`src/logic/lres_pkg.sv`:
```
// constants, register map and delay tables for the auxiliary ldo rail enable sequencer
package lres_pkg;

    // register offsets, byte addresses on the register port
    localparam logic [7:0] OFS_PG_MASK      = 8'h1c;
    localparam logic [7:0] OFS_SOURCE_SEL   = 8'h1d;
    localparam logic [7:0] OFS_EDGE_DELAYS  = 8'h1e;
    localparam logic [7:0] OFS_STATUS       = 8'hf0;
    localparam logic [7:0] OFS_PIN_STATE    = 8'hf1;
    localparam logic [7:0] OFS_PG_STATE     = 8'hf2;

    // values after reset
    localparam logic [7:0] RST_PG_MASK      = 8'h00;
    localparam logic [7:0] RST_SOURCE_SEL   = 8'h00;
    localparam logic [7:0] RST_EDGE_DELAYS  = 8'h00;

    // field positions in the source select register
    localparam int POS_SWITCH_GROUP_B_FIRST_MASK    = 0;
    localparam int POS_SWB2_MASK    = 1;
    localparam int POS_SRC_LO       = 2;
    localparam int SOURCE_SEL_USED  = 5;

    // field positions in the edge delay register
    localparam int POS_RISE_LO      = 0;
    localparam int POS_FALL_LO      = 3;
    localparam int POS_OFF_LO       = 6;

    // status register bit positions
    localparam int POS_ST_RAW       = 0;
    localparam int POS_ST_EN        = 1;
    localparam int POS_ST_PEND      = 2;
    localparam int POS_ST_OFF       = 3;

    // sizes
    localparam int N_CTRL           = 6;
    localparam int N_RAIL_PG        = 8;
    localparam int N_SWB_PG         = 2;
    localparam int N_SYNC           = N_CTRL + N_RAIL_PG + N_SWB_PG;
    localparam int MS_W             = 7;
    localparam int CYC_W            = 17;

    // timing: one millisecond at the 8 ns clock
    localparam int CLK_PERIOD_PS    = 8000;
    localparam int MS_IN_PS         = 1000000000;
    localparam int CYC_PER_MS       = MS_IN_PS / CLK_PERIOD_PS;

    // enable source codes
    typedef enum logic [2:0] {
        SRC_CONTROL_INPUT_1      = 3'h0,
        SRC_CTL2      = 3'h1,
        SRC_CTL5      = 3'h2,
        SRC_CTL4      = 3'h3,
        SRC_CONTROL_INPUT_3      = 3'h4,
        SRC_CONTROL_INPUT_3_CTL4 = 3'h5,
        SRC_CONTROL_INPUT_6      = 3'h6,
        SRC_ALWAYS_ON = 3'h7
    } lres_src_e;

    // edge delay in ms per code: none, 2, 4, 8, 16, 24, 32, 64
    localparam logic [MS_W-1:0] EDGE_MS [8] = '{
        7'h00, 7'h02, 7'h04, 7'h08, 7'h10, 7'h18, 7'h20, 7'h40
    };

    // first ldo off time in ms per code: 1, 5, 10, 100
    localparam logic [MS_W-1:0] OFF_MS [4] = '{7'h01, 7'h05, 7'h0a, 7'h64};

endpackage

```
`src/logic/lres_edge_delay.sv`:
```
// delays each edge of a level by a programmable number of milliseconds
`timescale 1ns/1ps
module lres_edge_delay
    import lres_pkg::*;
#(
    parameter int CYCLES_PER_MS = CYC_PER_MS
)
(
    input  wire logic            clk_i,
    input  wire logic            rst_b_i,
    input  wire logic            level_i,
    input  wire logic [MS_W-1:0] rise_ms_i,
    input  wire logic [MS_W-1:0] fall_ms_i,
    output logic                 level_o,
    output logic                 pending_o
);

    logic             prev_q;
    logic             pend_q;
    logic [CYC_W-1:0] cyc_q;
    logic [MS_W-1:0]  ms_q;
    logic             ms_tick;
    logic             restart;
    logic [MS_W-1:0]  target;

    // a change of the input restarts timing, dropping any edge still waiting
    assign restart = (level_i != prev_q);
    assign target  = level_i ? rise_ms_i : fall_ms_i;
    assign ms_tick = (cyc_q == CYC_W'(CYCLES_PER_MS - 1));

    // last seen input, for change detection
    always_ff @(posedge clk_i or negedge rst_b_i)
    begin
        if (!rst_b_i)
            prev_q <= 1'b0;
        else
            prev_q <= level_i;
    end

    // millisecond divider, restarted with each edge so the delay is not short by a phase
    always_ff @(posedge clk_i or negedge rst_b_i)
    begin
        if (!rst_b_i)
        begin
            cyc_q <= '0;
            ms_q  <= '0;
        end
        else if (restart || !pend_q)
        begin
            cyc_q <= '0;
            ms_q  <= '0;
        end
        else if (ms_tick)
        begin
            cyc_q <= '0;
            ms_q  <= ms_q + 7'h01;
        end
        else
        begin
            cyc_q <= cyc_q + 17'h00001;
        end
    end

    // pending edge and delayed output; target is sampled live so a rewrite takes effect
    always_ff @(posedge clk_i or negedge rst_b_i)
    begin
        if (!rst_b_i)
        begin
            pend_q  <= 1'b0;
            level_o <= 1'b0;
        end
        else if (restart)
        begin
            pend_q <= (level_i != level_o);
        end
        else if (pend_q && (ms_q >= target))
        begin
            level_o <= level_i;
            pend_q  <= 1'b0;
        end
    end

    assign pending_o = pend_q;

endmodule

```
`src/logic/lres_ldo_rail_enable.sv`:
```
// enable qualification for the second auxiliary ldo rail, with its register port
//
// The implementer's own choice: the strobed register port.
`timescale 1ns/1ps

// Function
// Mask register bit 7 masks aux ldo three, bit 6 the first load switch, bits 5..0 bucks six..one.
// A clear mask bit keeps that rail's power good inside the enable condition.
// Source select bit 0 masks switch group b first, bit 1 switch b second with ldo one.
// Source codes 000..011 pick control inputs 1, 2, 5 and 4.
// Source codes 100, 101 and 110 pick input 3, inputs 3 and 4 together, and input 6.
// Source code 111 feeds a constant one so no pin is needed.
// Delay bits 2:0 delay the rising enable edge by 0, 2, 4, 8, 16, 24, 32 or 64 ms.
// Delay bits 5:3 delay the falling enable edge with the same table.
// Each edge delay may be off its nominal value by up to ten percent.
// Delay bits 7:6 set the first ldo off time at shutdown to 1, 5, 10 or 100 ms.
// The raw enable is the selected source ANDed with every unmasked power good.
// A new change of the raw enable abandons a waiting edge and restarts its timing.
module lres_ldo_rail_enable
    import lres_pkg::*;
#(
    parameter int CYCLES_PER_MS = CYC_PER_MS
)
(
    input  wire logic                 clk_i,
    input  wire logic                 rst_b_i,
    input  wire logic [7:0]           addr_i,
    input  wire logic [7:0]           wdata_i,
    input  wire logic                 wr_i,
    input  wire logic                 rd_i,
    output logic      [7:0]           rdata_o,
    input  wire logic [N_CTRL-1:0]    control_input_i,
    input  wire logic [N_RAIL_PG-1:0] rail_power_good_i,
    input  wire logic [N_SWB_PG-1:0]  switch_b_power_good_i,
    output logic                      aux_ldo_two_en_o,
    output logic                      first_ldo_off_o
);

    // software registers
    logic [7:0]              pg_mask_q;
    logic [7:0]              source_sel_q;
    logic [7:0]              edge_delays_q;

    // pin synchronisers
    logic [N_SYNC-1:0]       pins_in;
    logic [N_SYNC-1:0]       sync1_q;
    logic [N_SYNC-1:0]       sync2_q;
    logic [N_SYNC-1:0]       sync3_q;
    logic [N_SYNC-1:0]       pins_q;

    // filtered pin views
    logic [N_CTRL-1:0]       ctl;
    logic [N_RAIL_PG-1:0]    rail_pg;
    logic [N_SWB_PG-1:0]     swb_pg;

    // enable path
    lres_src_e               src_sel;
    logic                    src_level;
    logic                    pg_ok;
    logic                    raw_en_q;
    logic                    delayed_en;
    logic                    delay_pending;
    logic [MS_W-1:0]         rise_ms;
    logic [MS_W-1:0]         fall_ms;
    logic [MS_W-1:0]         off_ms;

    // first ldo off timer
    logic                    en_prev_q;
    logic [CYC_W-1:0]        off_cyc_q;
    logic [MS_W-1:0]         off_cnt_q;
    logic                    off_ms_tick;

    // read path
    logic [7:0]              rd_mux;
    logic [7:0]              status;

    assign pins_in = {switch_b_power_good_i, rail_power_good_i, control_input_i};

    // three-stage capture of every asynchronous pin
    always_ff @(posedge clk_i or negedge rst_b_i)
    begin
        if (!rst_b_i)
        begin
            sync1_q <= '0;
            sync2_q <= '0;
            sync3_q <= '0;
        end
        else
        begin
            sync1_q <= pins_in;
            sync2_q <= sync1_q;
            sync3_q <= sync2_q;
        end
    end

    // a pin change is accepted only when the second and third stages agree
    genvar gi;
    generate
        for (gi = 0; gi < N_SYNC; gi++)
        begin : g_pin
            always_ff @(posedge clk_i or negedge rst_b_i)
            begin
                if (!rst_b_i)
                    pins_q[gi] <= 1'b0;
                else if (sync2_q[gi] == sync3_q[gi])
                    pins_q[gi] <= sync3_q[gi];
            end
        end
    endgenerate

    assign ctl     = pins_q[N_CTRL-1:0];
    assign rail_pg = pins_q[N_CTRL +: N_RAIL_PG];
    assign swb_pg  = pins_q[N_CTRL+N_RAIL_PG +: N_SWB_PG];

    // power good mask register; a set bit takes that rail out of the enable condition
    always_ff @(posedge clk_i or negedge rst_b_i)
    begin
        if (!rst_b_i)
            pg_mask_q <= RST_PG_MASK;
        else if (wr_i && (addr_i == OFS_PG_MASK))
            pg_mask_q <= wdata_i;
    end

    // source select register; reserved bits 7:5 are kept as written
    always_ff @(posedge clk_i or negedge rst_b_i)
    begin
        if (!rst_b_i)
            source_sel_q <= RST_SOURCE_SEL;
        else if (wr_i && (addr_i == OFS_SOURCE_SEL))
            source_sel_q <= wdata_i;
    end

    // edge delay and off time register
    always_ff @(posedge clk_i or negedge rst_b_i)
    begin
        if (!rst_b_i)
            edge_delays_q <= RST_EDGE_DELAYS;
        else if (wr_i && (addr_i == OFS_EDGE_DELAYS))
            edge_delays_q <= wdata_i;
    end

    assign src_sel = lres_src_e'(source_sel_q[POS_SRC_LO +: 3]);

    // enable source multiplexer
    always_comb
    begin
        case (src_sel)
            SRC_CONTROL_INPUT_1:      src_level = ctl[0];
            SRC_CTL2:      src_level = ctl[1];
            SRC_CTL5:      src_level = ctl[4];
            SRC_CTL4:      src_level = ctl[3];
            SRC_CONTROL_INPUT_3:      src_level = ctl[2];
            SRC_CONTROL_INPUT_3_CTL4: src_level = ctl[2] & ctl[3];
            SRC_CONTROL_INPUT_6:      src_level = ctl[5];
            SRC_ALWAYS_ON: src_level = 1'b1;
            default:       src_level = 1'b0;
        endcase
    end

    // each power good passes when present or masked
    assign pg_ok = &(rail_pg | pg_mask_q)
        & (swb_pg[0] | source_sel_q[POS_SWITCH_GROUP_B_FIRST_MASK])
        & (swb_pg[1] | source_sel_q[POS_SWB2_MASK]);

    // registered raw enable, so the delay stage sees a glitch-free level
    always_ff @(posedge clk_i or negedge rst_b_i)
    begin
        if (!rst_b_i)
            raw_en_q <= 1'b0;
        else
            raw_en_q <= src_level & pg_ok;
    end

    assign rise_ms = EDGE_MS[edge_delays_q[POS_RISE_LO +: 3]];
    assign fall_ms = EDGE_MS[edge_delays_q[POS_FALL_LO +: 3]];
    assign off_ms  = OFF_MS[edge_delays_q[POS_OFF_LO +: 2]];

    // edge delays act on the combined enable
    lres_edge_delay #(
        .CYCLES_PER_MS (CYCLES_PER_MS)
    ) u_edge_delay (
        .clk_i         (clk_i),
        .rst_b_i       (rst_b_i),
        .level_i       (raw_en_q),
        .rise_ms_i     (rise_ms),
        .fall_ms_i     (fall_ms),
        .level_o       (delayed_en),
        .pending_o     (delay_pending)
    );

    // rail enable output, one flop after the delay stage
    always_ff @(posedge clk_i or negedge rst_b_i)
    begin
        if (!rst_b_i)
            aux_ldo_two_en_o <= 1'b0;
        else
            aux_ldo_two_en_o <= delayed_en;
    end

    assign off_ms_tick = (off_cyc_q == CYC_W'(CYCLES_PER_MS - 1));

    // shutdown edge detector for the off timer
    always_ff @(posedge clk_i or negedge rst_b_i)
    begin
        if (!rst_b_i)
            en_prev_q <= 1'b0;
        else
            en_prev_q <= delayed_en;
    end

    // first ldo is held off for the programmed time after the rail shuts down;
    // the timer runs to the end even if the rail is enabled again meanwhile
    always_ff @(posedge clk_i or negedge rst_b_i)
    begin
        if (!rst_b_i)
        begin
            first_ldo_off_o <= 1'b0;
            off_cyc_q       <= '0;
            off_cnt_q       <= '0;
        end
        else if (en_prev_q && !delayed_en)
        begin
            first_ldo_off_o <= 1'b1;
            off_cyc_q       <= '0;
            off_cnt_q       <= '0;
        end
        else if (first_ldo_off_o)
        begin
            if (off_ms_tick)
            begin
                off_cyc_q <= '0;
                off_cnt_q <= off_cnt_q + 7'h01;
                if ((off_cnt_q + 7'h01) >= off_ms)
                    first_ldo_off_o <= 1'b0;
            end
            else
            begin
                off_cyc_q <= off_cyc_q + 17'h00001;
            end
        end
    end

    assign status = {4'h0, first_ldo_off_o, delay_pending, aux_ldo_two_en_o, raw_en_q};

    // read decode; unmapped addresses read zero
    always_comb
    begin
        case (addr_i)
            OFS_PG_MASK:     rd_mux = pg_mask_q;
            OFS_SOURCE_SEL:  rd_mux = source_sel_q;
            OFS_EDGE_DELAYS: rd_mux = edge_delays_q;
            OFS_STATUS:      rd_mux = status;
            OFS_PIN_STATE:   rd_mux = {2'h0, ctl};
            OFS_PG_STATE:    rd_mux = rail_pg;
            default:         rd_mux = 8'h00;
        endcase
    end

    // read data stands only in the cycle after the read strobe
    always_ff @(posedge clk_i or negedge rst_b_i)
    begin
        if (!rst_b_i)
            rdata_o <= 8'h00;
        else if (rd_i)
            rdata_o <= rd_mux;
        else
            rdata_o <= 8'h00;
    end

endmodule

```
`config.mk`:
```
export PLATFORM = sky130hd
export DESIGN_NAME = lres_ldo_rail_enable
export DESIGN_NICKNAME = d
export VERILOG_FILES = /design/src/logic/lres_pkg.sv /design/src/logic/lres_edge_delay.sv /design/src/logic/lres_ldo_rail_enable.sv
export SDC_FILE = /design/constraint.sdc
export NUM_CORES = 1
export LEC_CHECK = 0
export BUFFER_PORTS_ARGS = -buffer_cell sky130_fd_sc_hd__buf_2
export CAP_MARGIN = 20
export CELL_PAD_IN_SITES_DETAIL_PLACEMENT = 0
export CELL_PAD_IN_SITES_GLOBAL_PLACEMENT = 1
export CORE_MARGIN = 2
export CORE_UTILIZATION = 52
export CTS_CLUSTER_SIZE = 40
export DETAILED_ROUTE_END_ITERATION = 6
export HOLD_SLACK_MARGIN = 0.02
export PLACE_DENSITY_LB_ADDON = 0.1
export SYNTH_ARGS = -nofsm -noshare
export SYNTH_HDL_FRONTEND = slang
export SYNTH_SLANG_ARGS = --single-unit
```
`constraint.sdc`:
```
create_clock -name clk_i -period 5.13 [get_ports clk_i]
set_clock_uncertainty 0.05 [all_clocks]
set_input_delay 1.026 -clock clk_i [delete_from_list [all_inputs] [get_ports clk_i]]
set_output_delay 1.026 -clock clk_i [all_outputs]
set_load 0.02 [all_outputs]
```
==> results.md, run 1 <==
* CP required at 5.38 ns
* Clock Latency Late Sink at 0.42 ns
* Synthesized Nets at 597
* Post-route DRC at 0
* Number of distinct library cells after synthesis at 54
* Max-cap viol count at 0
* FP Rows at 40
* Setup CP Type: primary input to flip-flop
* Total CTS buffers at 17
* Post-Route WL at 12,110 um
* Crit path DAT at 2.97 ns
* Root Buffer: clkbuf_16
* Port bufs at 45
* Die W at 115.3 um
* Initial core utilization at 0.5342
* Area Overhead vs Synth at 16.02%
* Synthesized cell area at 0.006444 mm2
* Syn Inst Count at 545
* Routability cong. at 0.8474
* RSZ-0062 raised after global routing: no
* Largest area contributor in the netlist: dfrtp_1
* Most frequent cells after synthesis: dfrtp_1, nor2_1, xor2_1, nand2_1, mux2_2
* Actual slew at the worst max-slew pin at 0.8968 ns
* Post-cts gate resize count at 0
* Hold WS at 0.2977 ns
* Critical Path Source Type: primary input
* Slew HR at 0.3989
* Number of flops mapped to enable cells by yosys at 0
* Gr usage total at 0.2033
* Initial antenna violation count at 0
* Layout cells sized above 1 at 0.1967
* CTS max path bufs at 2
* Iter 0 DRT Violations at 265
* Drt pass-1 iters at 6
* Die Y at 115.3 um
* Vias in the first global route at 4,192
* Crit Path Max Fanout at 15
* Fill count at 944
* Clock tree from TritonCTS: built
* Share of synthesized registers carrying an async set or reset at 1.000
* Dpl hpwl at 8505 um
* Global-route wire length before repair at 20,780 um
* Detail Route Antenna Nets at 0
* Fin cells at 778
* Clk pin slew, worst setup/hold paths at 0.06 ns
* Core area at 0.01206 mm2
* PwrDens at 352.2 mW/mm2
* Clock tree sinks at 150
* Max Fclk at 0.3678 GHz
* Area share of the largest cell type after synthesis at 0.5825
* Via count at 4,251
* Max Slew Vio Count at 0
* Hold Crit Class: flip-flop to flip-flop
* Power Total at 0.002633 W
* # diodes at 0
* Final worst slack at 2.411 ns
* Post-synth top flop: dfrtp_1
* Syn. warnings at 0
* Final TNS setup at 0 ns
* Endpoints failing setup at 0
* Run status: finished clean
* Largest net degree at the start of global routing at 74
* Io pins at 46
* Tcrit/Tclk final at 0.5300
* Yosys reg bits at 150
* Post-CTS Repair Setup Buffers at 0
* Most frequent cell after synthesis: dfrtp_1
* Placement Setup Slack at 2.005 ns
* Final Hold Viols at 0
* Leakage at 3.367 nW
* Mean Syn Cell Area at 11.82 um2
* Critical path capture point type: flip-flop
* Peak supply drop at 293.6 uV
* Inst Count DP at 745
* NumNets Final at 649
* Via/cell ratio at 5.464
* Total die area at 0.01330 mm2
* Seq/Total Area, Yosys at 0.5825
* Gr ovfl total at 0
* Top cells by area, synth: dfrtp_1, mux2_2, xor2_1, nor2_1, ha_1
* Tmin final at 2.719 ns
* WL/cell at 15.56 um
* CTS Hold Bufs at 0
* H-tree Lvls at 4
-- flip-flops by register name (all words and copies together) (netlist names), 10 cells and up --
register and flops:
sync3_q 16, sync2_q 16, u_edge_delay.cyc_q 17, sync1_q 16
off_cyc_q 17, pins_q 10
-- layout by cell type, fill, tap and decap left out, types with 5 or more instances in the layout --
cell type and instances:
nor2_1 58, nand2b_1 6, inv_1 12, buf_2 44, nor3_1 6, o22ai_1 7, inv_8 5, nand3_1 26
o21ai_0 11, xnor2_1 11, maj3_1 16, and2_1 5, xor2_1 36, clkbuf_16 17, mux2_2 30, a22oi_1 11
a21oi_1 12, and3_1 7, nand2_1 34, dfrtp_1 150, ha_1 16, nand4_1 16, a22o_1 7
-- routing by layer --
layer  track usage  routed length [um]  vias to the layer above
li1              -                   -                     2047
met2        0.3006                5670                       73
met4       0.06185                  96                        0
met3       0.06642                 505                        6
met1        0.2877                5836                     2125
met5             0                   0                        -
-- final timing paths --
| path | start | to | slack, ns | cells after the start |
|---|---|---|---|---|
| max | addr_i[5] | edge_delays_q[5] | 2.41 | 5 |
| min | sync1_q[2] | sync2_q[2] | 0.30 | 0 |
| max reg2reg | raw_en_q | u_edge_delay.level_o | 2.52 | 7 |
| min reg2reg | sync1_q[2] | sync2_q[2] | 0.30 | 0 |
| max in group asynchronous | rst_b_i | sync3_q[1] | 3.45 | 2 |
| min in group asynchronous | rst_b_i | off_cyc_q[2] | 0.55 | 1 |
-- area by class of cell --
cell class                 instances  area (um2)  area share
inverter                          12       45.04    0.006025
clock buffer                      18       439.2     0.05874
sequential                       150        3754      0.5021
tap                              168       210.2     0.02812
multi-input combinational        367        2580      0.3451
timing repair buffer              49       265.3     0.03548
clock inverter                    14       182.7     0.02444
-- power by group --
part / internal (W) / leakage [nW] / total, W / switching [W]
clock network: 0.000755 / 0.300 / 0.00128 / 0.000525
registers: 0.00122 / 1.94 / 0.00126 / 0.0000351
logic: 0.0000411 / 1.12 / 0.0000938 / 0.0000527
-- kinds of logic (layout without fill, tap and decap cells) --
logic type | count (synthesis) | in the layout | share of synthesized area
AO/OA/AOI/OAI | 67 | 67 | 0.07127
multiplexers | 34 | 34 | 0.05864
adder cells (fa/ha/maj) | 32 | 32 | 0.05592
XOR/XNOR | 47 | 47 | 0.06388
AND/OR/NAND/NOR | 187 | 187 | 0.1491
flip-flops | 150 | 150 | 0.5825
buffers and inverters | 28 | 93 | 0.01864
-- through the flow --
step	util	instance area [um2]
floorplan	-	6444
global placement	0.5673	6843
detailed placement	0.5673	6843
CTS	0.6189	7465
global route	0.6198	7476
finish	0.6198	7476
-- critical path, stage by stage --
cell,delay (ns)
buf_2,0.10
nand4b_1,0.17
nor3_2,0.69
nand3_1,0.55
mux2_2,0.43
Power figures use the tool's default switching activity.
==> inputs of run 2 (changes only) <==
- CORE_UTILIZATION: 52 -> 49
- clock period: 5.13 -> 2.8 ns (I/O delays scaled with it)
==> results.md, run 2 (synthesis results as in run 1) <==
* Run status: finished clean
* Slew HR at 0.5498 (+0.1509)
* H-tree Lvls at 4 (unchanged)
* Core area at 0.01272 mm2 (+5.5%)
* Tmin final at 2.292 ns
* Total CTS buffers at 17 (unchanged)
* PwrDens at 625.2 mW/mm2 (+78%)
* Post-route DRC at 0 (unchanged)
* Endpoints failing setup at 0 (unchanged)
* Largest net degree at the start of global routing at 60 (-19%)
* Fill count at 1,083 (+15%)
* Commonest non-fill, non-tap cells in the layout: dfrtp_1, nor2_1, buf_2
* Initial core utilization at 0.5065 (-0.02774)
* Clock tree sinks at 150 (unchanged)
* Dpl hpwl at 8853 um (+4.1%)
* Routability cong. at 0.8351 (-1.5%)
* Clock share of power at 0.469 (-0.017)
* WL/cell at 16.35 um (+5.0%)
* Net switching power at 0.001170 W (+91%)
* Largest registers: off_cyc_q x17, u_edge_delay.cyc_q x17
* CTS max path bufs at 2 (unchanged)
* Layout cells sized above 1 at 0.2020 (+0.005233)
* CP required at 3.06 ns (-2.32 ns)
* Final Hold Viols at 0 (unchanged)
* Post-Route WL at 12,850 um (+6.1%)
* Global-route wire length before repair at 21,830 um (+5.1%)
* Sequential cell fraction of total power at 0.493 (+0.015)
* Actual slew at the worst max-slew pin at 0.6692 ns (-0.2276 ns)
* Final worst slack at 0.5082 ns (-1.903 ns)
* Most common cell after layout, fill and taps aside: dfrtp_1
* Die Y at 118.7 um (+2.9%)
* Internal at 0.003513 W (+74%)
* Peak supply drop at 445.9 uV (+52%)
* Post-CTS Repair Setup Buffers at 0 (unchanged)
* Gr ovfl total at 0 (unchanged)
* Critical path capture point type: flip-flop
* Max Fclk at 0.4363 GHz
* Die W at 118.7 um (+2.9%)
* # diodes at 0 (unchanged)
* Clk pin slew, worst setup/hold paths at 0.07 ns (about the same)
* Final TNS setup at 0 ns (unchanged)
* Max Slew Vio Count at 0 (unchanged)
* Detail Route Antenna Nets at 0 (unchanged)
* NumNets Final at 653 (+0.62%)
* Hold Crit Class: primary input to async pin
* Area Overhead vs Synth at 16.25%
* Total die area at 0.01408 mm2 (+5.9%)
* Clock Latency Late Sink at 0.43 ns (about the same)
* Via count at 4,308 (+1.3%)
* Sw frac at 0.2499 (+0.01714)
* CTS Hold Bufs at 0 (unchanged)
* RSZ-0062 raised after global routing: no
* FP Rows at 41 (+2.5%)
* Tcrit/Tclk final at 0.8185
* Gr usage total at 0.1973 (-0.006051)
* Logic pwr share at 0.038 (+0.002)
* Clock tree from TritonCTS: built
* Critical Path Source Type: flip-flop
* Leakage at 3.377 nW (+0.30%)
* Port bufs at 45 (unchanged)
* Initial antenna violation count at 0 (unchanged)
* Drt pass-1 iters at 5 (-1)
* Io pins at 46 (unchanged)
* Post-cts gate resize count at 0 (unchanged)
* Root Buffer: clkbuf_16
* Placement Setup Slack at 0.5047 ns (-1.500 ns)
* Vias in the first global route at 4,408 (+5.2%)
* Max-cap viol count at 0 (unchanged)
* Crit path DAT at 2.55 ns (-0.42 ns)
* Iter 0 DRT Violations at 246 (-7.2%)
* Via/cell ratio at 5.481 (+0.31%)
* Setup CP Type: flip-flop to flip-flop
* Crit Path Max Fanout at 8 (-7)
* Power Total at 0.004683 W (+78%)
## run 2: cell types whose count changed in the layout (fill, tap and decap cells not counted)
cell	change
buf_12	+2
buf_4	+3
buf_6	-1
bufinv_16	-2
clkbuf_8	-1
clkinv_2	+1
clkinv_8	+1
inv_8	+1
## run 2: power groups by stage
stage,sequential [W],clock [W],combinational [W]
after global placement,0.00234,0,0.000177
final,0.00231,0.00220,0.000179
after global routing,0.00232,0.00236,0.000203
after CTS,0.00231,0.00226,0.000183
after floorplan,0.00232,0,0.0000873
after detailed placement,0.00235,0,0.000182
## run 2: per-stage QoR
| stage | hold slack, ns | instances | util | area (um2) |
|---|---|---|---|---|
| 2_1_floorplan | 0.2144 | 545 | - | 6444 |
| 3_3_place_gp | 0.2817 | 754 | 0.5432 | 6910 |
| 3_5_place_dp | 0.2847 | 754 | 0.5432 | 6910 |
| 4_1_cts | 0.07030 | 786 | 0.5888 | 7491 |
| 5_1_grt | 0.09835 | 786 | 0.5888 | 7491 |
| 6_report | 0.06546 | 786 | 0.5888 | 7491 |
## run 2: cell type report
type,count,area [um2],area share
Clock buffer,17,425.4,0.05679
Clock inverter,15,155.1,0.02071
Inverter,12,45.04,0.006013
Multi-Input combinational cell,367,2580,0.3444
Sequential cell,150,3754,0.5011
Tap cell,172,215.2,0.02873
Timing Repair Buffer,53,316.6,0.04226
## run 2: worst max-delay path: stages (launching register included)
cell and delay (ns):
dfrtp_1 0.46, o41ai_1 0.37, ha_1 0.28, nor2b_1 0.12
o21ai_0 0.16, a21oi_1 0.13, o31ai_1 0.24, mux2_2 0.36
## run 2: metal layers
layer / vias up / GRT usage / routed length (um)
li1: 2055 / - / -
met1: 2166 / 0.2731 / 6186
met2: 77 / 0.3028 / 6012
met3: 10 / 0.05550 / 520
met4: 0 / 0.05952 / 130
met5: - / 0 / 0
## run 2: final timing paths
check / start / endpoint / slack, ns / depth (start not counted)
setup reg to reg: edge_delays_q[5] / u_edge_delay.level_o / 0.51 / 7
hold / removal: rst_b_i / off_cyc_q[2] / 0.07 / 1
min in group clk_i: switch_b_power_good_i[1] / sync1_q[15] / 0.18 / 1
hold reg to reg: sync1_q[4] / sync2_q[4] / 0.30 / 0
max in group asynchronous: rst_b_i / ctl[0] / 1.96 / 2
setup / recovery: edge_delays_q[5] / u_edge_delay.level_o / 0.51 / 7
==> inputs of run 3 (changes only) <==
- ABC_AREA: unset -> 1
- CORE_UTILIZATION: 49 -> 46
- clock period: 2.8 -> 2.3 ns (I/O delays scaled with it)
==> results.md, run 3 <==
* Run status: finished clean
* Worst path max stage delay at 0.41 ns (-0.05 ns)
* Die W at 125.5 um (+5.8%)
* PwrDens at 756.0 mW/mm2 (+21%)
* Largest area contributor in the netlist: dfrtp_1
* Gr ovfl total at 0 (unchanged)
* Yosys reg bits at 150 (unchanged)
* Number of distinct library cells after synthesis at 36 (-33%)
* Max Fclk at 0.4961 GHz (+14%)
* Endpoints failing setup at 0 (unchanged)
* Port bufs at 45 (unchanged)
* Area share of the largest cell type after synthesis at 0.5527 (-0.02983)
* Critical path, cell by cell: or2_2 -> nor2_1 -> inv_1 -> nand2_1 -> a21oi_1 -> ha_1 -> nand4_1 -> o21ai_1 -> nand2_1 -> nand2_1 -> nand2_1
* Critical path's most frequent cell: nand2_1
* Gr usage total at 0.2046 (+0.007301)
* Post-CTS Repair Setup Buffers at 0 (unchanged)
* Final TNS setup at 0 ns (unchanged)
* Clock tree from TritonCTS: built
* Die Y at 125.5 um (+5.8%)
* Iter 0 DRT Violations at 394 (+60%)
* Setup CP Type: flip-flop to flip-flop
* Post-synth top flop: dfrtp_1
* Max Slew Vio Count at 0 (unchanged)
* Tmin final at 2.016 ns (-0.2762 ns)
* Most frequent cell after synthesis: nand2_1
* Initial core utilization at 0.4691 (-0.03743)
* R2R Setup Slk at 0.28 ns (-0.22 ns)
* Most frequent cells after synthesis: nand2_1, dfrtp_1, nor2_1, inv_1, nand3_1
* Clock Latency Late Sink at 0.44 ns (about the same)
* Core area at 0.01448 mm2 (+14%)
* Total die area at 0.01575 mm2 (+12%)
* Critical path capture point type: flip-flop
* H-tree Lvls at 4 (unchanged)
* Max-cap viol count at 0 (unchanged)
* Initial antenna violation count at 0 (unchanged)
* Tcrit/Tclk final at 0.8764 (+0.05785)
* Synthesized Nets at 820 (+37%)
* Syn Inst Count at 768 (+41%)
* RSZ-0062 raised after global routing: no
* Global-route wire length before repair at 25,720 um (+18%)
* Io pins at 46 (unchanged)
* Hold Crit Class: primary input to flip-flop
* FP Rows at 44 (+7.3%)
* NumNets Final at 886 (+36%)
* Crit path DAT at 2.29 ns (-0.26 ns)
* Largest net degree at the start of global routing at 59 (-1.7%)
* Peak supply drop at 537.9 uV (+21%)
* Actual slew at the worst max-slew pin at 0.4947 ns (-0.1745 ns)
* Clk pin slew, worst setup/hold paths at 0.07 ns (about the same)
* Mean Syn Cell Area at 8.843 um2 (-25%)
* Buffers & Inverters on Critical Path at 1 (+1)
* CP required at 2.57 ns (-0.49 ns)
* Delay-heaviest family, CP: simple AND/OR/NAND/NOR gates
* Root Buffer: clkbuf_16
* Crit Path Max Fanout at 4 (-4)
* Drt pass-1 iters at 5 (unchanged)
* Via count at 5,235 (+22%)
* Synthesized cell area at 0.006792 mm2 (+5.4%)
* Fill count at 1,314 (+21%)
* Final Hold Viols at 0 (unchanged)
* Largest registers: off_cyc_q x17, u_edge_delay.cyc_q x17
* # diodes at 0 (unchanged)
* Via/cell ratio at 5.078 (-7.4%)
* Slew HR at 0.6694 (+0.1197)
* Critical Path Source Type: flip-flop
* WL/cell at 14.45 um (-12%)
* Syn. warnings at 0 (unchanged)
* Routability cong. at 0.8704 (+4.2%)
* Seq/Total Area, Yosys at 0.5527 (-0.02983)
* Total CTS buffers at 17 (unchanged)
* Vias in the first global route at 5,238 (+19%)
* Dpl hpwl at 10,760 um (+22%)
* Number of flops mapped to enable cells by yosys at 0 (unchanged)
* Layout cells sized above 1 at 0.1275 (-0.07445)
* Detail Route Antenna Nets at 0 (unchanged)
* Commonest non-fill, non-tap cells in the layout: nand2_1, dfrtp_1, nor2_1
* Most common cell after layout, fill and taps aside: nand2_1
* Fin cells at 1,031 (+31%)
* Inst Count DP at 998 (+32%)
* Clock tree sinks at 150 (unchanged)
* Post-route DRC at 0 (unchanged)
* Leakage at 3.785 nW (+12%)
* CTS max path bufs at 2 (unchanged)
* Share of synthesized registers carrying an async set or reset at 1.000 (unchanged)
* Top cells by area, synth: dfrtp_1, nand2_1, nand3_1, nor2_1, inv_1
* Post-Route WL at 14,900 um (+16%)
* Area Overhead vs Synth at 16.93%
* CP max-delay cell: dfrtp_1
==> run 3: changes by cell type in the layout (fill, tap and decap cells not counted), moves of 11 or more <==
cell,delta
xor2_1,-22
o21ai_0,+26
inv_1,+73
a22oi_1,-11
nand2_1,+134
nand3_1,+53
mux2_2,-30
nor3_1,+11
nor2_1,+46
==> run 3: logic make-up (layout without fill, tap and decap cells) <==
kind of cell	count (synthesis)	after routing	synth area share
compound gates	73	73	0.06190
buf+inv	98	177	0.05840
simple gates	396	396	0.2493
xor+xnor	18	18	0.02321
fa+ha+maj	32	32	0.05306
flops	150	150	0.5527
mux	1	1	0.001474
==> run 3: area by class of cell <==
class,count,area [um2],area share
sequential,150,3754,0.4727
timing repair buffer,59,364.1,0.04585
inverter,86,322.8,0.04065
multi-input combinational,520,2641,0.3326
tap,184,230.2,0.02899
clock buffer,17,425.4,0.05357
clock inverter,15,203.9,0.02568
==> run 3: power by group <==
| group | internal (W) | leakage (nW) | switching [W] |
|---|---|---|---|
| combinational | 0.0000860 | 1.53 | 0.000141 |
| clock | 0.00176 | 0.312 | 0.00122 |
| sequential | 0.00273 | 1.94 | 0.0000688 |
==> run 3: through the flow <==
stage	util	cell area (um2)	power, W	setup slack (ns)	hold WS, ns
after floorplan	-	6792	0.002926	0.3494	0.1144
after global placement	0.5043	7302	0.003067	0.3069	0.2826
after detailed placement	0.5043	7302	0.003078	0.1850	0.2847
after CTS	0.5485	7941	0.006073	0.1750	0.06061
after global routing	0.5485	7941	0.006232	0.03882	0.06019
final	0.5485	7941	0.006004	0.2844	0.07146
==> run 3: final timing paths <==
check / depth (start not counted) / end / startpoint
min in group asynchronous: 2 / u_edge_delay.cyc_q[13] / rst_b_i
max in group asynchronous: 3 / sync1_q[7] / rst_b_i
max: 11 / u_edge_delay.level_o / edge_delays_q[2]
max reg2reg: 11 / u_edge_delay.level_o / edge_delays_q[2]
min reg2reg: 0 / sync2_q[9] / sync1_q[9]
min: 1 / sync1_q[11] / rail_power_good_i[5]
==> run 3: layer usage <==
layer | global-route usage | up-vias | wire length (um)
li1 | - | 2639 | -
met1 | 0.2714 | 2473 | 6957
met2 | 0.3316 | 105 | 7153
met3 | 0.04878 | 18 | 570
met4 | 0.06928 | 0 | 218
met5 | 0 | - | 0
==> run 3: what timing repair did <==
action                                  in CTS  in global routing
gates resized for setup                      0                  1
endpoints found under the setup margin       0                  1
hold endpoints to repair                    41                  0
hold buffers                                 1                  0
